## src/rtl/fwhs_pkg.sv

```systemverilog
/*
 * Constants and types for the width-configurable half-duplex link slave.
 * Assumes a single system clock domain; link pins are sampled, not clocked.
 */
// How it works
// - Idle: write status on line0, read status on MISO
// - Status driving while idle can be switched off
// - Command/width phase first, then data phases
// - Each data byte gets ACK or NAK on MISO
// - Width and command sampled on first edge, eight lines
// - Width priority: [7:4] 8, [3:2] 4, [1] 2, else 1
// - Highest-priority low line, command lines 3,5,6 excepted, decides the width
// - Command bits at positions 0,3,5,6; 7 counts for width only
// - Line0 released at once when selection begins
// - 1-bit: seven command clocks, eighth is turnaround
// - 1-bit data phase is eight clocks, repeats
// - ACK status set on the turnaround edge, held whole data phase
// - Write ends: master releases, slave drives write status
// - Read ends: slave goes straight to write status
package fwhs_pkg;

    // Pin synchroniser depth
    localparam int SYNC_STAGES = 3;

    // Decoded width codes: bits per edge is 1 << code
    localparam logic [1:0] WID_1 = 2'h0;
    localparam logic [1:0] WID_2 = 2'h1;
    localparam logic [1:0] WID_4 = 2'h2;
    localparam logic [1:0] WID_8 = 2'h3;

    // Command bit positions in the first sampled word
    localparam int CMD3_POS = 0;
    localparam int CMD2_POS = 3;
    localparam int CMD1_POS = 5;
    localparam int CMD0_POS = 6;

    // Command codes for the two directions
    localparam logic [3:0] CMD_WRITE = 4'h0;
    localparam logic [3:0] CMD_READ  = 4'h1;

    // Handshake levels on MISO
    localparam logic ACK_LVL = 1'b0;
    localparam logic NAK_LVL = 1'b1;

    // Values after reset
    localparam logic [7:0] RST_BYTE = 8'h00;
    localparam logic [3:0] RST_CNT  = 4'h0;
    localparam logic [9:0] RST_PINS = 10'h3ff;

    typedef enum logic [1:0] {
        FWHS_IDLE,
        FWHS_CMD,
        FWHS_DATA
    } fwhs_state_e;

endpackage : fwhs_pkg

```

## src/rtl/fwhs_slave.sv

```systemverilog
/*
 * Slave end of a half-duplex link of 1, 2, 4 or 8 data lines.
 * Assumes the master's link clock is far slower than clk (several clk
 * periods per level) and that the user buffers run on clk.
 */
`timescale 1ns/1ps
module fwhs_slave (
    // Clock and reset
    input  wire logic                 clk,
    input  wire logic                 rst_n,
    // Link pins
    input  wire logic                 link_clk,
    input  wire logic                 ss_n,
    input  wire logic [7:0]           bidir_data_lines_i,
    output logic      [7:0]           bidir_data_lines_o,
    output logic      [7:0]           bidir_data_lines_oe,
    output logic                      miso_o,
    output logic                      miso_oe,
    // Configuration
    input  wire logic                 status_en,
    // Write buffer side
    output logic      [7:0]           wr_data,
    output logic                      wr_valid,
    input  wire logic                 wr_full,
    // Read buffer side
    input  wire logic [7:0]           rd_data,
    input  wire logic                 rd_empty,
    output logic                      rd_take,
    // Decoded command
    output logic      [3:0]           cmd_code,
    output logic      [1:0]           width_code
);
    import fwhs_pkg::*;

    ////////////////////////////////////////////////////////////////////////
    // Decoding helpers

    // Priority width decode of the first sampled word; command lines in the
    // priority ranges are masked, else most commands would force 8 lines
    function automatic logic [1:0] dec_width(input logic [7:0] d);
        logic [7:0] m;
        m           = d;
        m[CMD2_POS] = 1'b1;
        m[CMD1_POS] = 1'b1;
        m[CMD0_POS] = 1'b1;
        if (!(&m[7:4]))      dec_width = WID_8;
        else if (!(&m[3:2])) dec_width = WID_4;
        else if (!m[1])      dec_width = WID_2;
        else                 dec_width = WID_1;
    endfunction : dec_width

    // Line mask for the active width
    function automatic logic [7:0] lane_mask(input logic [1:0] w);
        unique case (w)
            WID_1: lane_mask = 8'h01;
            WID_2: lane_mask = 8'h03;
            WID_4: lane_mask = 8'h0f;
            WID_8: lane_mask = 8'hff;
        endcase
    endfunction : lane_mask

    // Edges per data byte
    function automatic logic [3:0] byte_edges(input logic [1:0] w);
        unique case (w)
            WID_1: byte_edges = 4'h8;
            WID_2: byte_edges = 4'h4;
            WID_4: byte_edges = 4'h2;
            WID_8: byte_edges = 4'h1;
        endcase
    endfunction : byte_edges

    // Edges in the command phase, last one is the turnaround
    function automatic logic [3:0] cmd_edges(input logic [1:0] w);
        unique case (w)
            WID_1: cmd_edges = 4'h8;
            WID_2: cmd_edges = 4'h4;
            WID_4: cmd_edges = 4'h2;
            WID_8: cmd_edges = 4'h2;
        endcase
    endfunction : cmd_edges

    // Shift in one chunk, LSB first
    function automatic logic [7:0] merge_in(input logic [7:0] sh,
                                            input logic [7:0] din,
                                            input logic [1:0] w);
        unique case (w)
            WID_1: merge_in = {din[0],   sh[7:1]};
            WID_2: merge_in = {din[1:0], sh[7:2]};
            WID_4: merge_in = {din[3:0], sh[7:4]};
            WID_8: merge_in = din;
        endcase
    endfunction : merge_in

    // Drop the chunk just sent
    function automatic logic [7:0] drop_out(input logic [7:0] sh,
                                            input logic [1:0] w);
        unique case (w)
            WID_1: drop_out = {1'h0, sh[7:1]};
            WID_2: drop_out = {2'h0, sh[7:2]};
            WID_4: drop_out = {4'h0, sh[7:4]};
            WID_8: drop_out = 8'h00;
        endcase
    endfunction : drop_out

    ////////////////////////////////////////////////////////////////////////
    // Pin sampling: three stages, a change counts when 2 and 3 agree

    logic [9:0] pins;
    logic [9:0] s1_q;
    logic [9:0] s2_q;
    logic [9:0] s3_q;
    logic [9:0] stab_q;
    logic [9:0] stab_d;

    assign pins = {link_clk, ss_n, bidir_data_lines_i};

    // Per-line filter keeps the old level while stages disagree
    for (genvar i = 0; i < 10; i++) begin : g_filt
        always_comb begin
            stab_d[i] = (s2_q[i] == s3_q[i]) ? s3_q[i] : stab_q[i];
        end
    end

    // Synchroniser stages; reset to the pulled-up idle levels
    always_ff @(posedge clk or negedge rst_n) begin
        if (!rst_n) begin
            s1_q   <= RST_PINS;
            s2_q   <= RST_PINS;
            s3_q   <= RST_PINS;
            stab_q <= RST_PINS;
        end else begin
            s1_q   <= pins;
            s2_q   <= s1_q;
            s3_q   <= s2_q;
            stab_q <= stab_d;
        end
    end

    logic       lclk_rise;
    logic       sel;
    logic [7:0] din;

    assign lclk_rise = stab_d[9] & ~stab_q[9];
    assign sel       = ~stab_d[8];
    assign din       = stab_d[7:0];

    ////////////////////////////////////////////////////////////////////////
    // Link sequencer

    fwhs_state_e state_q, state_d;
    logic [3:0]  cnt_q, cnt_d;
    logic [3:0]  cmd_q, cmd_d;
    logic [1:0]  wid_q, wid_d;
    logic [7:0]  sh_q, sh_d;
    logic        ack_q, ack_d;
    logic [7:0]  dat_q, dat_d;
    logic [7:0]  doe_q, doe_d;
    logic        miso_q, miso_d;
    logic        moe_q, moe_d;
    logic [7:0]  wrd_q, wrd_d;
    logic        wrv_q, wrv_d;
    logic        rdt_q, rdt_d;

    // Next values; a byte boundary reuses one block for ACK and loading
    always_comb begin
        logic       start;
        logic       ok;
        logic [1:0] w;
        logic [3:0] c;
        start  = 1'b0;
        ok     = 1'b0;
        w      = wid_q;
        c      = cmd_q;
        state_d = state_q;
        cnt_d   = cnt_q;
        cmd_d   = cmd_q;
        wid_d   = wid_q;
        sh_d    = sh_q;
        ack_d   = ack_q;
        dat_d   = dat_q;
        doe_d   = doe_q;
        miso_d  = miso_q;
        moe_d   = moe_q;
        wrd_d   = wrd_q;
        wrv_d   = 1'b0;
        rdt_d   = 1'b0;
        if (!sel) begin
            // Deselected: optional buffer status on line0 and MISO
            state_d = FWHS_IDLE;
            dat_d   = {7'h00, wr_full};
            doe_d   = {7'h00, status_en};
            miso_d  = rd_empty;
            moe_d   = status_en;
        end else begin
            unique case (state_q)
                FWHS_IDLE: begin
                    doe_d  = 8'h00;
                    moe_d  = 1'b1;
                    miso_d = NAK_LVL;
                    if (lclk_rise) begin
                        // Command and width share the first word
                        w = dec_width(din);
                        c = {din[CMD3_POS], din[CMD2_POS],
                             din[CMD1_POS], din[CMD0_POS]};
                        wid_d   = w;
                        cmd_d   = c;
                        cnt_d   = cmd_edges(w) - 4'h1;
                        state_d = FWHS_CMD;
                    end
                end
                FWHS_CMD: begin
                    // Remaining command edges, then turnaround
                    if (lclk_rise) begin
                        if (cnt_q == 4'h1) begin
                            start   = 1'b1;
                            state_d = FWHS_DATA;
                        end else begin
                            cnt_d = cnt_q - 4'h1;
                        end
                    end
                end
                FWHS_DATA: begin
                    if (lclk_rise) begin
                        if (cmd_q == CMD_WRITE) begin
                            sh_d = merge_in(sh_q, din, wid_q);
                        end
                        if (cnt_q == 4'h1) begin
                            // Byte complete; hand over only if ACKed
                            if (cmd_q == CMD_WRITE && ack_q) begin
                                wrd_d = merge_in(sh_q, din, wid_q);
                                wrv_d = 1'b1;
                            end
                            start = 1'b1;
                        end else begin
                            cnt_d = cnt_q - 4'h1;
                            if (cmd_q == CMD_READ) begin
                                dat_d = sh_q & lane_mask(wid_q); // Next chunk
                                sh_d  = drop_out(sh_q, wid_q);
                            end
                        end
                    end
                end
                default: state_d = FWHS_IDLE;
            endcase
            if (start) begin
                // New byte: decide ACK now, hold it the whole phase
                if (c == CMD_WRITE)     ok = !wr_full;
                else if (c == CMD_READ) ok = !rd_empty;
                else                    ok = 1'b0;
                ack_d  = ok;
                miso_d = ok ? ACK_LVL : NAK_LVL;
                cnt_d  = byte_edges(w);
                sh_d   = RST_BYTE;
                if (c == CMD_READ) begin
                    // Read drives data lines; write leaves them to master
                    doe_d = lane_mask(w);
                    dat_d = ok ? (rd_data & lane_mask(w)) : RST_BYTE;
                    if (ok) begin
                        sh_d  = drop_out(rd_data, w);
                        rdt_d = 1'b1;
                    end
                end else begin
                    doe_d = 8'h00;
                end
            end
        end
    end

    // Register stage; every output comes straight from here
    always_ff @(posedge clk or negedge rst_n) begin
        if (!rst_n) begin
            state_q <= FWHS_IDLE;
            cnt_q   <= RST_CNT;
            cmd_q   <= RST_CNT;
            wid_q   <= WID_1;
            sh_q    <= RST_BYTE;
            ack_q   <= 1'b0;
            dat_q   <= RST_BYTE;
            doe_q   <= RST_BYTE;
            miso_q  <= NAK_LVL;
            moe_q   <= 1'b0;
            wrd_q   <= RST_BYTE;
            wrv_q   <= 1'b0;
            rdt_q   <= 1'b0;
        end else begin
            state_q <= state_d;
            cnt_q   <= cnt_d;
            cmd_q   <= cmd_d;
            wid_q   <= wid_d;
            sh_q    <= sh_d;
            ack_q   <= ack_d;
            dat_q   <= dat_d;
            doe_q   <= doe_d;
            miso_q  <= miso_d;
            moe_q   <= moe_d;
            wrd_q   <= wrd_d;
            wrv_q   <= wrv_d;
            rdt_q   <= rdt_d;
        end
    end

    ////////////////////////////////////////////////////////////////////////
    // Outputs

    assign bidir_data_lines_o  = dat_q;
    assign bidir_data_lines_oe = doe_q;
    assign miso_o              = miso_q;
    assign miso_oe             = moe_q;
    assign wr_data             = wrd_q;
    assign wr_valid            = wrv_q;
    assign rd_take             = rdt_q;
    assign cmd_code            = cmd_q;
    assign width_code          = wid_q;

endmodule : fwhs_slave

```

## config.mk

```make
export PLATFORM = sky130hd
export DESIGN_NAME = fwhs_slave
export DESIGN_NICKNAME = d
export VERILOG_FILES = /design/src/rtl/fwhs_pkg.sv /design/src/rtl/fwhs_slave.sv
export SDC_FILE = /design/constraint.sdc
export NUM_CORES = 1
export LEC_CHECK = 0
export BUFFER_PORTS_ARGS = -buffer_cell sky130_fd_sc_hd__buf_4
export CAP_MARGIN = 15
export CELL_PAD_IN_SITES_DETAIL_PLACEMENT = 1
export CELL_PAD_IN_SITES_GLOBAL_PLACEMENT = 2
export CORE_MARGIN = 2
export CORE_UTILIZATION = 40
export CTS_CLUSTER_SIZE = 20
export DETAILED_ROUTE_END_ITERATION = 7
export GPL_ROUTABILITY_DRIVEN = 0
export PLACE_DENSITY_LB_ADDON = 0.08
export SLEW_MARGIN = 40
export SYNTH_ARGS = -nofsm -noshare
export SYNTH_HDL_FRONTEND = slang
export SYNTH_SLANG_ARGS = --single-unit
```

## constraint.sdc

```tcl
create_clock -name clk -period 7.6 [get_ports clk]
set_input_delay 0 -clock clk [delete_from_list [all_inputs] [get_ports clk]]
set_output_delay 0 -clock clk [all_outputs]
set_load 0.03 [all_outputs]
```

==> metrics.csv <==
metric,value,unit
run_status,finished clean,
setup.reg_to_reg.worst_slack,4470,ps
die_height,106,um
max-clock-path-buffers,2,
achievable_freq,320,MHz
worst_path_dominant_cell_family,simple AND/OR/NAND/NOR gates,
maxSlewViolCount,0,
holdCritPathClass,in2reg,
antenna-diode-count,0,
start_util,0.407,
setup_violations,0,
grt.total_usage,0.205,
syn-mean-instance-area,10.7,um^2
timing_worst_setup_path_type,reg2reg,
aggregate_routed_wire_length,10.8,mm
critical-path-slowest-cell,sky130_fd_sc_hd__and4b_1,
synth.area.top_cells,"sky130_fd_sc_hd__dfrtp_1, sky130_fd_sc_hd__dfstp_2, sky130_fd_sc_hd__nand2_1",
synth_sequential_area_ratio,0.523,
initialDrtViolationCount,153,
timing.final.crit_share,0.412,
clock-root-buffer,sky130_fd_sc_hd__clkbuf_8,
filler_cell_count,1126,
mappedNetlistNets,420,
drive_gt1_frac,0.311,
yosys.area.top_type_share,0.265,
synthesis.area,0.00416,mm^2
rows,37,
area_growth_syn_to_layout,21.1,%
critical_path.startpoint_type,flip-flop,
postSynth.topFlopCell,sky130_fd_sc_hd__dfrtp_1,
synth_enable_flop_cells,0,
worst-endpoint-required,7880,ps
skew,21.1,ps
synth.largest_area_cell,sky130_fd_sc_hd__dfrtp_1,
dieWidth,106,um
finalNetCount,481,
ys.warnings.count,0,
drv.max_cap_violation_count,0,
yosys.cell_types.count,60,
dieArea,0.0112,mm^2
unrepaired_setup_endpoints_after_global_routing,false,
core_region_area,0.0102,mm^2
dr.pass1.iters,4,
worstMarginPinSlew,771,ps
cp_num_buf_inv,1,
crit_fanout,16,
critPathArrivalTime,3410,ps
syn_inst,390,
routed-via-count,3189,
pwr_cell_area,295,mW/mm^2
tritoncts.num_buffers,9,
ant_nets,0,
critPathMaxStageDelay,530,ps
viasPerCell,5.39,
cts_tree,done,
finalPower,1.49,mW
ys_async_sr_fraction,1.00,
io_buffer_count,56,
clk_latency,370,ps
hold_viol,0,
finalWorstPathRequiredPeriod,3130,ps
antenna_found_initial,0,
hold-worst-slack,45.3,ps
gr-total-overflow,0,
ctsHtreeMaxLevel,3,
power.static_leakage,2.20,nW
totalNegativeSetupSlack,0,ps
count_of_state_elements_after_synthesis,85,
vias_in_the_first_global_route,3362,
vdd.ir_drop.worst,0.000187,V
pin_count,57,
fin_util,0.493,
post_cts.resized_instances,0,
post_layout_nonfiller_instances,592,
pin_count_of_the_biggest_net_entering_global_routing,86,
dp_hpwl,7.46,mm
drc,0,
tritoncts_num_sinks,85,
max-slew-margin-rel,0.486,
critPathCaptureType,flip-flop,
clk_pin_slew,100,ps
wl_cell,18.3,um
dpl.cell_count,556,
post_cts.repair.setup_buffers,0,
first_pass_grt_wire_length,17.9,mm
holdBufCountCts,20,
crit_path_cell_trace,inv_1 -> ha_1 -> and4b_1 -> and3_4 -> a21o_1 -> mux2i_1 -> or4_1 -> a31oi_1,
## cell usage in the layout, fill, tap and decap left out, types with 2 or more instances in the layout
cell type                       count
sky130_fd_sc_hd__a21o_1             5
sky130_fd_sc_hd__a21oi_1           22
sky130_fd_sc_hd__a21oi_2            2
sky130_fd_sc_hd__a311o_1            4
sky130_fd_sc_hd__a31oi_1            7
sky130_fd_sc_hd__and3_1            10
sky130_fd_sc_hd__buf_4             57
sky130_fd_sc_hd__clkbuf_8          10
sky130_fd_sc_hd__clkinv_8           2
sky130_fd_sc_hd__dfrtp_1           43
sky130_fd_sc_hd__dfstp_2           41
sky130_fd_sc_hd__dlygate4sd3_1     20
sky130_fd_sc_hd__ha_1               7
sky130_fd_sc_hd__inv_1              5
sky130_fd_sc_hd__inv_6              2
sky130_fd_sc_hd__maj3_1             8
sky130_fd_sc_hd__maj3_2             2
sky130_fd_sc_hd__mux2_2             8
sky130_fd_sc_hd__mux2i_1           12
sky130_fd_sc_hd__mux4_2             3
sky130_fd_sc_hd__nand2_1           38
sky130_fd_sc_hd__nand2b_1           3
sky130_fd_sc_hd__nand3_1           20
sky130_fd_sc_hd__nand3b_1           8
sky130_fd_sc_hd__nand4_1            6
sky130_fd_sc_hd__nor2_1            26
sky130_fd_sc_hd__nor2b_1            4
sky130_fd_sc_hd__nor3_1             6
sky130_fd_sc_hd__nor3_2             2
sky130_fd_sc_hd__nor3b_1            2
sky130_fd_sc_hd__nor4_1             2
sky130_fd_sc_hd__o21a_1             5
sky130_fd_sc_hd__o21ai_0           22
sky130_fd_sc_hd__o22ai_1            5
sky130_fd_sc_hd__o2bb2ai_1          4
sky130_fd_sc_hd__or3_1              3
sky130_fd_sc_hd__or4_1              2
## cells by family after synthesis
group	Yosys count	synth area share
xor+xnor	1	0.00210
flops	85	0.523
fa+ha+maj	17	0.0457
buf+inv	33	0.0403
simple gates	142	0.179
mux	24	0.0694
compound gates	88	0.140
## layout make-up
| class | instances | area [um^2] | share of cell area |
|---|---|---|---|
| inverter | 5 | 18.8 | 0.00372 |
| timing repair buffer | 78 | 642 | 0.127 |
| tap | 136 | 170 | 0.0338 |
| clock buffer | 9 | 124 | 0.0246 |
| multi-input combinational | 272 | 1830 | 0.363 |
| clock inverter | 7 | 77.6 | 0.0154 |
| sequential | 85 | 2180 | 0.432 |
## cells in the mapped netlist (2+ instances only)
master,n
sky130_fd_sc_hd__nor4_1,2
sky130_fd_sc_hd__nor2_1,26
sky130_fd_sc_hd__or3_1,3
sky130_fd_sc_hd__clkbuf_1,14
sky130_fd_sc_hd__nor3b_1,2
sky130_fd_sc_hd__nand2b_1,3
sky130_fd_sc_hd__or4_1,2
sky130_fd_sc_hd__o22ai_1,5
sky130_fd_sc_hd__and3_1,10
sky130_fd_sc_hd__o21a_1,5
sky130_fd_sc_hd__dfrtp_1,44
sky130_fd_sc_hd__buf_4,6
sky130_fd_sc_hd__a21oi_1,23
sky130_fd_sc_hd__dfstp_2,41
sky130_fd_sc_hd__buf_2,5
sky130_fd_sc_hd__a311o_1,4
sky130_fd_sc_hd__ha_1,7
sky130_fd_sc_hd__nor2b_1,4
sky130_fd_sc_hd__nand4_1,6
sky130_fd_sc_hd__nor3_1,7
sky130_fd_sc_hd__o2bb2ai_1,4
sky130_fd_sc_hd__inv_1,5
sky130_fd_sc_hd__mux2_2,8
sky130_fd_sc_hd__mux2i_1,12
sky130_fd_sc_hd__a31oi_1,7
sky130_fd_sc_hd__nand3b_1,8
sky130_fd_sc_hd__buf_6,2
sky130_fd_sc_hd__maj3_2,2
sky130_fd_sc_hd__nand3_1,20
sky130_fd_sc_hd__maj3_1,8
sky130_fd_sc_hd__mux4_2,3
sky130_fd_sc_hd__a21o_1,5
sky130_fd_sc_hd__nand2_1,38
sky130_fd_sc_hd__o21ai_0,23
## flip-flops by register name (all words and copies together), names as in the netlist
register             cells
bidir_data_lines_oe      4
cmd_code                 4
bidir_data_lines_o       8
ack_q                    1
wr_valid                 1
wr_data                  8
stab_q                  10
width_code               2
rd_take                  1
s2_q                    10
s1_q                    10
miso_oe                  1
miso_o                   1
cnt_q                    4
s3_q                    10
sh_q                     8
state_q                  2
## metal layers
metal	track usage	vias up	share of wire
met5	0	-	0
met1	0.285	1602	0.47
li1	-	1522	-
met3	0.0325	10	0.031
met2	0.338	55	0.49
met4	0.0508	0	0.0090
## path summary, 6_finish.rpt
check                           start                     to  cells after the start
min                        rd_data[0]  bidir_data_lines_o[0]                      4
min in group asynchronous       rst_n               wr_valid                      2
max in group asynchronous       rst_n             state_q[1]                      2
min reg2reg                   s1_q[2]                s2_q[2]                      0
max                        state_q[0]                sh_q[4]                      8
max reg2reg                state_q[0]                sh_q[4]                      8
## metrics by stage
step / area, um^2 / setup slack [ps]
finish: 5040 / 4470
detailed placement: 4630 / 4550
CTS: 5030 / 4530
global placement: 4620 / 4520
global route: 5040 / 4270
floorplan: 4160 / 5220
## tightest hold or removal path: stages
cell and delay [ps]:
sky130_fd_sc_hd__buf_4 80, sky130_fd_sc_hd__nor2b_1 110, sky130_fd_sc_hd__mux2i_1 70, sky130_fd_sc_hd__o21ai_1 110
## power breakdown
part | switching, mW | internal (mW) | total [mW]
clock | 0.195 | 0.129 | 0.324
combinational | 0.317 | 0.222 | 0.539
sequential | 0.101 | 0.526 | 0.626
total | 0.612 | 0.877 | 1.49
Note: power is estimated with default switching activity, not from simulation.
